### config.mk
export PLATFORM = sky130hd
export DESIGN_NAME = long_call_and_misc_instr
export DESIGN_NICKNAME = d
export VERILOG_FILES = /design/src/pkg/call_decode_pkg.sv /design/src/core/long_call_and_misc_instr.sv /design/src/core/return_stack_file.sv
export SDC_FILE = /design/constraint.sdc
export NUM_CORES = 1
export LEC_CHECK = 0
export BUFFER_PORTS_ARGS = -buffer_cell sky130_fd_sc_hd__buf_4
export CAP_MARGIN = 20
export CORE_MARGIN = 5
export CORE_UTILIZATION = 42
export CTS_CLUSTER_DIAMETER = 100
export DETAILED_ROUTE_END_ITERATION = 8
export SYNTH_ARGS = -nofsm -noshare
export SYNTH_HDL_FRONTEND = slang
export SYNTH_SLANG_ARGS = --single-unit
### constraint.sdc
create_clock -name CORE_CLK -period 2.89 [get_ports CORE_CLK]
set_input_delay 0.1445 -clock CORE_CLK [delete_from_list [all_inputs] [get_ports CORE_CLK]]
set_output_delay 0.1445 -clock CORE_CLK [all_outputs]
set_load 0.01 [all_outputs]
### src/pkg/call_decode_pkg.sv
// Constants and carriers shared by the long-call and miscellaneous instruction core.
// Assumes 10-bit instruction words supplied one per clock by same-clock fetch logic.
package call_decode_pkg;

  localparam int unsigned WORD_W      = 10;
  localparam int unsigned PAGE_W      = 6;
  localparam int unsigned INPAGE_W    = 7;
  localparam int unsigned PC_W        = PAGE_W + INPAGE_W;
  localparam int unsigned SP_W        = 3;
  localparam int unsigned STACK_DEPTH = 8;
  localparam int unsigned ACC_W       = 4;
  localparam int unsigned DP_W        = 3;
  localparam int unsigned LED_W       = 8;

  // First words
  localparam logic [4:0]        FIXED_PREFIX   = 5'h06;
  localparam int unsigned       FIXED_PRE_LSB  = 5;
  localparam logic [WORD_W-1:0] INDIRECT_WORD  = 10'h030;
  localparam logic [WORD_W-1:0] SET_LED_WORD   = 10'h011;
  localparam logic [WORD_W-1:0] COMPL_ACC_WORD = 10'h01C;

  // Second word fields
  localparam logic [1:0]  SECOND_PREFIX    = 2'h2;
  localparam int unsigned SECOND_PRE_LSB   = 8;
  localparam int unsigned FIXED_P5_BIT     = 7;
  localparam int unsigned IND_PHI_LSB      = 6;
  localparam int unsigned IND_ZERO_LSB     = 4;
  localparam int unsigned IND_PLO_LSB      = 0;
  localparam int unsigned PAGE_MAX         = 47;

  // Reset values
  localparam logic [PC_W-1:0]  PC_RESET  = 13'h0000;
  localparam logic [SP_W-1:0]  SP_RESET  = 3'h0;
  localparam logic [ACC_W-1:0] ACC_RESET = 4'h0;
  localparam logic [LED_W-1:0] LED_RESET = 8'h00;

  typedef enum logic [1:0] {
    ST_OPCODE       = 2'b00,
    ST_FIXED_SECOND = 2'b01,
    ST_IND_SECOND   = 2'b10
  } dec_state_e;

  typedef struct packed {
    logic              valid;
    logic [WORD_W-1:0] word;
  } instr_word_s;

  typedef struct packed {
    logic               acc_load;
    logic [ACC_W-1:0]   acc_value;
    logic               carry_load;
    logic               carry_value;
    logic               led_load;
    logic [LED_W-1:0]   led_value;
  } reg_load_s;

endpackage : call_decode_pkg

### src/core/long_call_and_misc_instr.sv
// Decoder and executor for the two long subroutine calls, the LED port set
// and the accumulator complement of a 4-bit core.
// Assumes instruction words arrive from fetch logic on CORE_CLK, one per valid cycle,
// each belonging to the address shown on PC_PAGE/PC_INPAGE.
// Assumes the data pointer, register loads and stack read index are same-clock.
// Done and error outputs pulse for one cycle; the others hold until changed.
`timescale 1ns/1ps
`default_nettype none
module long_call_and_misc_instr
  import call_decode_pkg::*;
(
  input  wire logic              CORE_CLK,
  input  wire logic              RESET,
  input  wire instr_word_s       INSTR,
  input  wire reg_load_s         REG_LOAD,
  input  wire logic [DP_W-1:0]   DATA_POINTER_BITS,
  input  wire logic [SP_W-1:0]   STACK_RD_INDEX,
  output var  logic [PAGE_W-1:0] PC_PAGE_PART,
  output var  logic [INPAGE_W-1:0] PC_INPAGE_PART,
  output var  logic [SP_W-1:0]   STACK_POINTER,
  output var  logic [PC_W-1:0]   STACK_RD_DATA,
  output var  logic [ACC_W-1:0]  ACCUMULATOR,
  output var  logic              CARRY_FLAG,
  output var  logic [LED_W-1:0]  LED_PORT,
  output var  logic              SKIP_NEXT,
  output var  logic              CALL_DONE,
  output var  logic              PAGE_RANGE_ERR,
  output var  logic              SECOND_WORD_ERR
);

  typedef struct packed {
    dec_state_e          state;
    logic [PAGE_W-2:0]   page_low;
    logic [PC_W-1:0]     pc;
    logic [SP_W-1:0]     sp;
    logic [ACC_W-1:0]    acc;
    logic                carry;
    logic [LED_W-1:0]    led;
    logic                skip;
    logic                call_done;
    logic                page_err;
    logic                second_err;
  } core_state_s;

  core_state_s st_q;
  core_state_s st_d;

  logic                push_en;
  logic [SP_W-1:0]     push_idx;
  logic [PC_W-1:0]     push_data;

  logic [PC_W-1:0]     pc_next_seq;
  logic [WORD_W-1:0]   w;
  logic                second_ok;
  logic [PAGE_W-1:0]   page_fixed;
  logic [PAGE_W-1:0]   page_ind;
  logic [INPAGE_W-1:0] inpage_ind;
  logic                is_fixed_first;
  logic                is_ind_first;
  logic                is_set_led;
  logic                is_compl_acc;
  logic                ind_spacer_ok;
  logic                fixed_page_high;
  logic                ind_page_high;

  // Sequential address: in-page part wraps into the page part
  assign pc_next_seq = PC_W'(st_q.pc + PC_W'(1));
  assign w           = INSTR.word;
  assign second_ok   = (w[SECOND_PRE_LSB +: 2] == SECOND_PREFIX);
  assign page_fixed  = {w[FIXED_P5_BIT], st_q.page_low};
  assign page_ind    = {w[IND_PHI_LSB +: 2], w[IND_PLO_LSB +: 4]};
  assign inpage_ind  = {DATA_POINTER_BITS, st_q.acc};

  // First-word decode; only looked at while no call is half taken
  assign is_fixed_first  = (w[FIXED_PRE_LSB +: 5] == FIXED_PREFIX);
  assign is_ind_first    = (w == INDIRECT_WORD);
  assign is_set_led      = (w == SET_LED_WORD);
  assign is_compl_acc    = (w == COMPL_ACC_WORD);
  // A set spacer bit marks a malformed indirect second word, not a call
  assign ind_spacer_ok   = (w[IND_ZERO_LSB +: 2] == 2'h0);
  // Pages above the top one are still entered; the flags let the core trap them
  assign fixed_page_high = (page_fixed > PAGE_W'(PAGE_MAX));
  assign ind_page_high   = (page_ind > PAGE_W'(PAGE_MAX));

  // Call timing, one valid word per cycle:
  //   first word edge  - a fixed call keeps the low page bits; both wait for the second word
  //   second word edge - bump the stack pointer, push the return address,
  //                      load the target and pulse the completion flag
  // The pushed address follows the second word, so a return resumes
  // behind the whole call. A cycle without a valid word leaves a
  // half-taken call waiting; a malformed second word abandons it.

  always_comb begin
    st_d            = st_q;
    push_en         = 1'b0;
    push_idx        = st_q.sp;
    // Return address: the word after the call's second word
    push_data       = pc_next_seq;
    st_d.call_done  = 1'b0;
    st_d.page_err   = 1'b0;
    st_d.second_err = 1'b0;
    // None of these instructions requests a skip
    st_d.skip       = 1'b0;

    // Loads from the rest of the core; they lose to an instruction in the same cycle
    if (REG_LOAD.acc_load) begin
      st_d.acc = REG_LOAD.acc_value;
    end
    if (REG_LOAD.carry_load) begin
      st_d.carry = REG_LOAD.carry_value;
    end
    if (REG_LOAD.led_load) begin
      st_d.led = REG_LOAD.led_value;
    end

    if (INSTR.valid) begin
      st_d.pc = pc_next_seq;
      case (st_q.state)
        ST_OPCODE: begin
          // Any other word only moves the program counter on
          if (is_fixed_first) begin
            st_d.page_low = w[PAGE_W-2:0];
            st_d.state    = ST_FIXED_SECOND;
          end else if (is_ind_first) begin
            st_d.state = ST_IND_SECOND;
          end else if (is_set_led) begin
            st_d.led = '1;
          end else if (is_compl_acc) begin
            st_d.acc = ~st_q.acc;
          end
        end
        ST_FIXED_SECOND: begin
          st_d.state = ST_OPCODE;
          if (second_ok) begin
            st_d.sp        = SP_W'(st_q.sp + SP_W'(1));
            push_en        = 1'b1;
            push_idx       = SP_W'(st_q.sp + SP_W'(1));
            st_d.pc        = {page_fixed, w[INPAGE_W-1:0]};
            st_d.call_done = 1'b1;
            st_d.page_err  = fixed_page_high;
          end else begin
            st_d.second_err = 1'b1;
          end
        end
        ST_IND_SECOND: begin
          st_d.state = ST_OPCODE;
          // The two spacer bits must read zero as well as the prefix
          if (second_ok && ind_spacer_ok) begin
            st_d.sp        = SP_W'(st_q.sp + SP_W'(1));
            push_en        = 1'b1;
            push_idx       = SP_W'(st_q.sp + SP_W'(1));
            // Page from the word, in-page part from D above A
            st_d.pc        = {page_ind, inpage_ind};
            st_d.call_done = 1'b1;
            st_d.page_err  = ind_page_high;
          end else begin
            st_d.second_err = 1'b1;
          end
        end
        default: begin
          st_d.state = ST_OPCODE;
        end
      endcase
    end
  end

  // Only constants in the reset branch; the stack module clears its own entries
  always_ff @(posedge CORE_CLK) begin
    if (RESET) begin
      st_q.state      <= ST_OPCODE;
      st_q.page_low   <= '0;
      st_q.pc         <= PC_RESET;
      st_q.sp         <= SP_RESET;
      st_q.acc        <= ACC_RESET;
      st_q.carry      <= 1'b0;
      st_q.led        <= LED_RESET;
      st_q.skip       <= 1'b0;
      st_q.call_done  <= 1'b0;
      st_q.page_err   <= 1'b0;
      st_q.second_err <= 1'b0;
    end else begin
      st_q <= st_d;
    end
  end

  // Stack overflow wraps silently, as the hardware gives no depth check
  return_stack_file #(
    .DEPTH (STACK_DEPTH),
    .WIDTH (PC_W),
    .IDX_W (SP_W)
  ) u_return_stack (
    .clk     (CORE_CLK),
    .rst     (RESET),
    .wr_en   (push_en),
    .wr_idx  (push_idx),
    .wr_data (push_data),
    .rd_idx  (STACK_RD_INDEX),
    .rd_data (STACK_RD_DATA)
  );

  // Each output is a state bit; no logic sits between register and pin
  assign PC_PAGE_PART    = st_q.pc[PC_W-1:INPAGE_W];
  assign PC_INPAGE_PART  = st_q.pc[INPAGE_W-1:0];
  assign STACK_POINTER   = st_q.sp;
  assign ACCUMULATOR     = st_q.acc;
  assign CARRY_FLAG      = st_q.carry;
  assign LED_PORT        = st_q.led;
  assign SKIP_NEXT       = st_q.skip;
  assign CALL_DONE       = st_q.call_done;
  assign PAGE_RANGE_ERR  = st_q.page_err;
  assign SECOND_WORD_ERR = st_q.second_err;

endmodule : long_call_and_misc_instr
`default_nettype wire

### src/core/return_stack_file.sv
// Return stack storage: flip-flop entries, one write port and a registered read port.
// Assumes the caller keeps the write index inside the depth.
`timescale 1ns/1ps
`default_nettype none
module return_stack_file #(
  parameter int unsigned DEPTH = 8,
  parameter int unsigned WIDTH = 13,
  parameter int unsigned IDX_W = 3
) (
  input  wire logic             clk,
  input  wire logic             rst,
  input  wire logic             wr_en,
  input  wire logic [IDX_W-1:0] wr_idx,
  input  wire logic [WIDTH-1:0] wr_data,
  input  wire logic [IDX_W-1:0] rd_idx,
  output var  logic [WIDTH-1:0] rd_data
);

  typedef struct packed {
    logic [DEPTH-1:0][WIDTH-1:0] entry;
    logic [WIDTH-1:0]            rd;
  } stack_state_s;

  stack_state_s st_q;
  stack_state_s st_d;

  always_comb begin
    st_d = st_q;
    if (wr_en) begin
      st_d.entry[wr_idx] = wr_data;
    end
    // Read sees the old entry on a same-cycle write
    st_d.rd = st_q.entry[rd_idx];
  end

  always_ff @(posedge clk) begin
    if (rst) begin
      st_q <= '0;
    end else begin
      st_q <= st_d;
    end
  end

  assign rd_data = st_q.rd;

endmodule : return_stack_file
`default_nettype wire

## Yosys cells after proc, flatten, opt, wreduce, memory -nomap -nowiden

Index checks and enable logic that the tools add are counted.

- $add $sub $neg: 2
- Magnitude comparators: 5
- Eq/ne operators: 10
- Multiplexer cells: 37
- Bitwise operators: 2
- Reduce and logical (&&, ||, !) cells: 9

Operator list:

| cell | number |
|---|---|
| $bwmux 104 | 1 |
| $mux 8 | 6 |
| $bmux 13 s3 | 1 |
| $demux 13 s3 | 1 |
| $mux 16 | 2 |
| $pmux 16 s2 | 1 |
| $mux 4 | 7 |
| $mux 13 | 2 |
| $eq 10x5->1 const B | 2 |
| $add 13x1->13 const B | 1 |
| $gt 6x6->1 const B | 2 |
| $pmux 3 s2 | 2 |
| $eq 10x6->1 const B | 1 |
| $mux 2 | 5 |
| $mux 3 | 3 |
| $lt 3x4->1 const B | 2 |
| $eq 5x3->1 const B | 1 |
| $mux 1 | 5 |
| $eq 2x2->1 const B | 2 |
| $logic_not 2->1 | 2 |
| $ne 2x2->1 const B | 2 |
| $not 4->4 | 1 |
| $reduce_and 4->1 | 1 |
| $add 3x1->3 const B | 1 |
| other kinds (10) | 11 |

- Register bits after elaboration: 157
- Bits of input ports: 35
- Output and inout bits: 46
- Word-level logic and storage cells: 85

## Longest topological paths before layout

Gate-level depths: netlist of the first run.

- Depth after elaboration: 10
- Mapped depth: 10
- Depth with buffers taken out: 7

## Hierarchy

Synthesis of the first run repeated with hierarchy kept, for this count alone.

- Cells, all modules: 845
- Area, all modules: 7427.1 um^2

Modules (own cells, without submodules):

| module | instances | cells each | area an instance (um^2) | sequential area each (um^2) |
|---|---|---|---|---|
| return_stack_file | 1 | 564 | 4986.0 | 2342.2 |
| long_call_and_misc_instr | 1 | 281 | 2441.1 | 780.7 |

## Worst setup path before layout of the first run

Ideal clock, no wire load.

- Path kind: register to register
- Start: reg st_q[38] (netlist name)
- End: reg u_return_stack.st_q[63] (netlist name)
- Arrival: 2.179 ns
- Setup slack: 0.638 ns
- Cell stages (with the launch flop): 10
- Buffers on the path: 2
- Clock period less this slack: 2.252 ns
- Path through: dfxtp_1 -> inv_1 -> ha_1 -> nor3b_4 -> o211ai_1 -> nor3b_2 -> nor2b_1 -> buf_2 -> buf_6 -> mux2i_1

- Longest elaborated chain between the ends: 8

RTL lines:

| what | RTL line | source |
|---|---|---|
| from (decl) | long_call_and_misc_instr.sv:45 | `core_state_s st_q;` |
| from (signal assigned) | long_call_and_misc_instr.sv:182 | `st_q <= st_d;` |
| $eq 2x2->1 / $eq 2x1->1 (equally long branches) | long_call_and_misc_instr.sv:118 | `case (st_q.state)` |
| $pmux 3 s2 | long_call_and_misc_instr.sv:118 |  |
| $mux 3 | long_call_and_misc_instr.sv:116 | `if (INSTR.valid) begin` |
| $lt 3x4->1 (implied by the code) / $ge 3x1->1 (equally long branches) | return_stack_file.sv:30 | `st_d.entry[wr_idx] = wr_data;` |
| $logic_and 1x1->1 (implied by the code) | return_stack_file.sv:30 |  |
| $mux 13 (implied by the code) | return_stack_file.sv:30 |  |
| $demux 13 s3 | - |  |
| $bwmux 104 | return_stack_file.sv:30 |  |
| to (signal assigned) | return_stack_file.sv:40 | `st_q <= st_d;` |
| to (decl) | return_stack_file.sv:24 | `stack_state_s st_q;` |

Several ways; a longest one is shown, not always the timed one.
A chain may end at the register's enable or synchronous reset.

## Worst setup path in the final report of the first run

- Start: reg st_q[38] (netlist name)
- End: reg u_return_stack.st_q[54] (netlist name)

Same word-level chain as after synthesis.

==> results.md, run 1 <==
- Status: complete, no violations
- Cells after Synth: 759
- Wire length of the first global-routing pass: 29300 um
- Antenna-violating nets left: 0
- TritonCTS clock tree: yes
- Average cell area after synthesis: 9.91 um2
- Number of synthesized flops with an enable pin: 0
- Root buffer selected by CTS: sky130_fd_sc_hd__clkbuf_16
- CP Launch Type: flip-flop
- Maximum fanout along the worst path: 13
- Summed instance area of the synthesized netlist: 7520 um2
- Chip width: 144 um
- Crit Path Class: flip-flop to flip-flop
- Data arrival at the endpoint of the critical path: 2.93 ns
- Achievable Freq: 386 MHz
- Placement-stage worst setup slack: 0.345 ns
- I/O Pins: 81
- Detailed placement HPWL: 12000 um
- Clock slew seen by the registers of the worst setup and hold paths: 0.07 ns
- Area of the core: 17800 um2
- Die area: 20700 um2
- Commonest non-fill, non-tap cells in the layout: sky130_fd_sc_hd__dfxtp_1, sky130_fd_sc_hd__nand2_1, sky130_fd_sc_hd__mux2i_1, sky130_fd_sc_hd__buf_4, sky130_fd_sc_hd__nor2_1
- Min-delay worst type: primary input to flip-flop
- Starting Density: 0.423
- Worst vdd rail ir drop: 0.000484 V
- Weighted congestion reported at the end of routability-driven placement: 0.794
- Worst setup EP type: flip-flop
- Post-CTS repair timing setup buffer count: 0
- Static power due to leakage: 0.00359 uW
- Seq/Total Area, Yosys: 0.415
- Worst Skew: 0.0103 ns
- Most frequent standard cell in the layout excluding fill and tap cells: sky130_fd_sc_hd__dfxtp_1
- Final slew viol count: 0
- Worst Path Required: 3.23 ns
- Fraction of the cycle the final worst path needs: 0.896
- Number of gates resized after cts: 0
- Sum of routed wire length over all layers: 17700 um
- Post-route insts no fill: 1025
- Maximum number of pins on one net before global-route repair: 55
- Final-layout setup total negative slack: 0 ns
- Cell Pwr Density: 528 nW/um2
- Fill cell instance count of the final layout: 1670
- Post-placement cell area: 7980 um2
- Number of DRC markers in iteration 0: 264
- Clock Latency Late Sink: 0.42 ns
- Reg area: 3120 um2
- Drt pass-1 iters: 5
- Cell Count Post-Placement: 991
- Design area: 8560 um2
- Share of flip-flops with an asynchronous set or reset after synthesis: 0
- Area of combinational cells with multiple inputs: 3780 um2
- Net Count, Synth: 801
- Number of unique standard cell types used by synthesis: 62
- Unrepaired setup endpoints after global routing: no
- TritonCTS Buffers: 17
- Number of H-tree levels: 4
- Global route overflow: 0
- Fraction of layout instances using a drive strength above 1: 0.211
- Vias per std cell: 5.39
- Via count of the first global-routing pass: 5740
- Residual DRC count: 0
- Number of diodes added for antenna fixing: 0
- Number of setup violations in the final report: 0
- Routed WL per cell: 17.3 um
- Num Clock Sinks: 156
- Vias after detailed routing: 5524
- Final worst setup slack: 0.301 ns
- Global-route usage over all layers: 0.178
- Hold Vio Cnt, Final: 0
- Number of synthesized register bits: 156
- Maximum capacitance violations: 0
- Overall die height: 144 um
- Syn. warnings: 0
- Slew Limit Headroom: 0.443
- Slew of the pin with the lowest slew margin: 0.834 ns
- Clock Path Buffers: 2
- Final min period: 2.59 ns
- Final Net Count: 825
- Area overhead of the layout relative to synthesis: 13.8%
- Number of buffers added on ports: 79
- Primary FF master, synth: sky130_fd_sc_hd__dfxtp_1
- Number of rows in the core area: 49
- Antenna violations before repair: 0
-- area by class of cell --
type | instances | share of cell area
well taps | 229 | 0.0335
clock buffers | 19 | 0.0529
flip-flops and latches | 156 | 0.365
repair buffers | 99 | 0.0874
multi-input cells | 493 | 0.442
inverters | 16 | 0.00702
clock inverters | 13 | 0.0129
-- routing by layer --
layer	share of wire	track usage
met5	0	0
met4	0.014	0.0619
met3	0.057	0.0556
met2	0.49	0.299
met1	0.44	0.216
-- synth_stat cells (all sizes together) (2+ instances only) --
library cell / instances / area (um2)
o21a: 3 / 22.5
a21oi: 18 / 90.1
ha: 7 / 87.6
a31oi: 2 / 12.5
o32a: 6 / 60.1
a221oi: 3 / 50.1
a211oi: 7 / 52.6
nor2: 32 / 120
o32ai: 3 / 26.3
nand2: 138 / 518
xor2: 7 / 61.3
inv: 15 / 56.3
a22oi: 13 / 97.6
nor2b: 9 / 56.3
o21ai: 14 / 73.8
o221ai: 2 / 23.8
nand2b: 4 / 27.5
nor3: 11 / 66.3
nor3b: 4 / 46.3
clkbuf: 33 / 124
and3: 4 / 25.0
xnor2: 3 / 26.3
a22o: 2 / 17.5
mux2i: 132 / 1320
buf: 61 / 437
nand3b: 2 / 15.0
mux4: 26 / 586
nor4: 6 / 37.5
a32oi: 3 / 26.3
dfxtp: 156 / 3120
nand3: 12 / 60.1
and2: 3 / 18.8
-- worst max-delay path: stages (launching register included) --
cell and delay, ns:
sky130_fd_sc_hd__dfxtp_1 0.32, sky130_fd_sc_hd__inv_1 0.08, sky130_fd_sc_hd__ha_1 0.35, sky130_fd_sc_hd__nor3b_4 0.37, sky130_fd_sc_hd__o211ai_1 0.31, sky130_fd_sc_hd__nor3b_2 0.38, sky130_fd_sc_hd__nor2b_1 0.18, sky130_fd_sc_hd__buf_4 0.27
sky130_fd_sc_hd__mux2i_1 0.23
-- registers in the layout, summed over array words and instances (netlist names), 3 cells and up --
register	cells
LED_PORT	8
u_return_stack.rd_data	13
STACK_POINTER	3
page_fixed	5
PC_PAGE_PART	6
PC_INPAGE_PART	7
ACCUMULATOR	4
u_return_stack.st_q	104
-- cell families (layout without fill, tap and decap cells) --
kind of cell	Yosys count	after routing	share of synthesized area
and+or+nand+nor	233	233	0.141
muxes	158	158	0.253
DFF	156	156	0.415
buffers and inverters	110	147	0.0825
AOI/OAI and AO/OA	84	84	0.0843
xor gates and xnor gates	10	10	0.0116
adders and majority gates	7	7	0.0116
other	1	1	0.000498
-- path summary, 6_finish.rpt --
path | startpoint | end | slack, ns | cells after the start
setup reg to reg | st_q[38] | u_return_stack.st_q[54] | 0.30 | 8
hold / removal | INSTR[2] | page_fixed[2] | 0.01 | 3
hold reg to reg | u_return_stack.st_q[59] | u_return_stack.st_q[59] | 0.46 | 2
setup / recovery | st_q[38] | u_return_stack.st_q[54] | 0.30 | 8
-- power breakdown --
group	leakage, uW	internal (uW)	total, uW	switching (uW)
Clock	0.000270	1160	2110	943
Sequential	0.00126	2160	2180	15.0
Combinational	0.00206	98.8	236	137
-- through the flow --
step                power (uW)  utilization  hold slack (ns)
finish                    4520        0.481           0.0138
global route              4700        0.481           0.0160
CTS                       4570        0.481          0.00224
detailed placement        2460        0.449            0.398
global placement          2460        0.449            0.385
floorplan                 2370            -            0.288
-- what timing repair did --
action	in CTS	in global routing
hold buffers	2	0
endpoints found under the hold margin	1	0
setup endpoints to repair	0	0
Power figures use the tool's default switching activity.
==> run 2: changes to the inputs <==
Settings changed: CTS_BUF_LIST from default to sky130_fd_sc_hd__clkbuf_4 sky130_fd_sc_hd__clkbuf_8, SLEW_MARGIN from default to 5.
Clock period 2.89 ns to 3 ns, I/O delays scaled along.
==> run 2 against run 1 <==
  * Flip-flop and latch count unchanged
  * Register-to-register slack better by 0.13 ns
  * Cell area about the same
  * Wire length down 0.59%
  * Global-route usage down 0.13 points
  * Clock power down 19%
  * Total power down 10%
  * Non-clock buffer count up 13
  * Cell count up 1.2%
  * Largest power group unchanged
==> results.md, run 2 (synthesized netlist as in run 1, its figures left out) <==
- Status: complete, no violations (unchanged)
- Area overhead of the layout relative to synthesis: 13.9% (was 13.8%)
- Root buffer selected by CTS: sky130_fd_sc_hd__clkbuf_8 (was sky130_fd_sc_hd__clkbuf_16)
- Crit Reg-Reg Endpoint: u_return_stack.st_q[55] (was u_return_stack.st_q[54])
- Antenna-violating nets left: 0 (unchanged)
- Routed WL per cell: 17.0 um (was 17.3 um)
- Chip width: 144 um (unchanged)
- Vias after detailed routing: 5455 (was 5524)
- Antenna violations before repair: 0 (unchanged)
- Design area: 8570 um2 (was 8560 um2)
- Post-placement cell area: 7960 um2 (was 7980 um2)
- Worst Skew: 0.0120 ns (was 0.0103 ns)
- Number of flip-flops in the largest register: 104 (unchanged)
- Worst vdd rail ir drop: 0.000326 V (was 0.000484 V)
- TritonCTS Buffers: 17 (unchanged)
- Maximum capacitance violations: 0 (unchanged)
- Number of H-tree levels: 4 (unchanged)
- Number of buffers added on ports: 79 (unchanged)
- Global route overflow: 0 (unchanged)
- CP Launch Type: primary input (was flip-flop)
- Weighted congestion reported at the end of routability-driven placement: 0.794 (about the same)
- Clock Latency Late Sink: 0.45 ns (was 0.42 ns)
- TritonCTS clock tree: yes (unchanged)
- Drt pass-1 iters: 5 (unchanged)
- Worst Hold Path EP: PAGE_RANGE_ERR (was page_fixed[2])
- Crit Path Class: primary input to flip-flop (was flip-flop to flip-flop)
- Commonest non-fill, non-tap cells in the layout: sky130_fd_sc_hd__dfxtp_1, sky130_fd_sc_hd__nand2_1, sky130_fd_sc_hd__mux2i_1, sky130_fd_sc_hd__buf_4, sky130_fd_sc_hd__nor2_1 (unchanged)
- Hold Vio Cnt, Final: 0 (unchanged)
- Number of gates resized after cts: 0 (unchanged)
- I/O Pins: 81 (unchanged)
- Worst setup EP type: flip-flop (unchanged)
- Vias per std cell: 5.26 (was 5.39)
- Final Net Count: 838 (was 825)
- Post-route insts no fill: 1037 (was 1025)
- Slew of the pin with the lowest slew margin: 0.888 ns (was 0.834 ns)
- Beginning of the worst hold path: INSTR[7] (was INSTR[2])
- Worst Path Required: 3.37 ns (was 3.23 ns)
- Slew Limit Headroom: 0.407 (was 0.443)
- Fraction of layout instances using a drive strength above 1: 0.204 (was 0.211)
- Post-CTS repair timing setup buffer count: 0 (unchanged)
- Number of setup violations in the final report: 0 (unchanged)
- Via count of the first global-routing pass: 5564 (was 5740)
- Number of rows in the core area: 49 (unchanged)
- Number of diodes added for antenna fixing: 0 (unchanged)
- Largest register by flop count: u_return_stack.st_q (unchanged)
- Cell Count Post-Placement: 989 (was 991)
- Worst reg2reg startpoint: st_q[38] (unchanged)
- Static power due to leakage: 0.00360 uW (was 0.00359 uW)
- Starting Density: 0.423 (unchanged)
- Fraction of the cycle the final worst path needs: 0.865
- Count of cells along the worst hold path: 3 (unchanged)
- Final min period: 2.59 ns
- Global-route usage over all layers: 0.177 (was 0.178)
- Wire length of the first global-routing pass: 28800 um (was 29300 um)
- Min-delay worst type: primary input to flip-flop (unchanged)
- Most frequent standard cell in the layout excluding fill and tap cells: sky130_fd_sc_hd__dfxtp_1 (unchanged)
- Clock slew seen by the registers of the worst setup and hold paths: 0.08 ns (was 0.07 ns)
- R2R setup slack: 0.43 ns (was 0.30 ns)
- Sum of routed wire length over all layers: 17600 um (was 17700 um)
- Maximum number of pins on one net before global-route repair: 55 (unchanged)
- Cell Pwr Density: 473 nW/um2 (was 528 nW/um2)
- Overall die height: 144 um (unchanged)
- Clock Path Buffers: 2 (unchanged)
- Maximum fanout along the worst path: 13 (unchanged)
- Final slew viol count: 0 (unchanged)
- Num Clock Sinks: 156 (unchanged)
- Hold buffer count at cts: 17 (was 2)
- Residual DRC count: 0 (unchanged)
- Area of the core: 17800 um2 (unchanged)
- Depth of the worst register-to-register path: 8 (unchanged)
- Unrepaired setup endpoints after global routing: no (unchanged)
- Detailed placement HPWL: 11800 um (was 12000 um)
- Number of DRC markers in iteration 0: 301 (was 264)
- Data arrival at the endpoint of the critical path: 2.96 ns (was 2.93 ns)
- Achievable Freq: 386 MHz
- Final-layout setup total negative slack: 0 ns (unchanged)
- Die area: 20700 um2 (unchanged)
==> run 2: changes by cell type in the layout (fill, tap and decap cells not counted), sizes merged <==
| cell | before | now |
|---|---|---|
| buf | 97 | 95 |
| clkbuf | 19 | 23 |
| inv | 20 | 17 |
| clkinv | 6 | 4 |
| dlygate4sd3 | 2 | 17 |
| clkinvlp | 3 | 0 |
| bufinv | 0 | 3 |
==> run 2: how the worst max path moves through the flow <==
stage | startpoint | end | cells past startpoint
finish | INSTR[4] | u_return_stack.st_q[55] | 10
global placement | st_q[38] | u_return_stack.st_q[62] | 8
floorplan | st_q[38] | u_return_stack.st_q[63] | 9
CTS | st_q[38] | u_return_stack.st_q[52] | 8
detailed placement | st_q[38] | u_return_stack.st_q[52] | 8
global route | st_q[38] | u_return_stack.st_q[52] | 8
==> run 2: layout make-up <==
cell class	count	area (um2)
clock inverters	8	130
inverters	16	60.1
fillers	1672	9210
multi-input cells	493	3780
repair buffers	112	883
well taps	229	287
flip-flops and latches	156	3120
clock buffers	23	304
==> run 2: layer usage <==
metal / share of wire / global-route usage / wire length [um] / vias up
met1: 0.46 / 0.225 / 8120 / 2614
met2: 0.47 / 0.293 / 8340 / 130
li1: - / - / - / 2696
met3: 0.055 / 0.0512 / 961 / 15
met4: 0.012 / 0.0491 / 205 / 0
met5: 0 / 0 / 0 / -
==> run 2: worst max-delay path, stage by stage <==
cell	delay [ns]
sky130_fd_sc_hd__dlygate4sd3_1	0.53
sky130_fd_sc_hd__buf_4	0.17
sky130_fd_sc_hd__or4b_4	0.59
sky130_fd_sc_hd__inv_2	0.09
sky130_fd_sc_hd__ha_1	0.22
sky130_fd_sc_hd__o22a_1	0.24
sky130_fd_sc_hd__nor3b_2	0.27
sky130_fd_sc_hd__nor2b_1	0.17
sky130_fd_sc_hd__buf_4	0.29
sky130_fd_sc_hd__mux2i_1	0.23
==> run 2: metrics by stage <==
step	hold WS (ns)	power, uW	worst slack [ns]	utilization
after floorplan	0.293	2290	0.748	-
after global placement	0.391	2370	0.547	0.448
after detailed placement	0.407	2370	0.442	0.448
after CTS	0.0158	4090	0.428	0.482
after global routing	0.0187	4210	0.206	0.482
final	0.0466	4050	0.406	0.482
==> run 2: power by group <==
group	switching (uW)	internal (uW)	total [uW]
registers	14.3	2080	2100
clock network	773	934	1710
logic	137	108	245
total	924	3120	4050
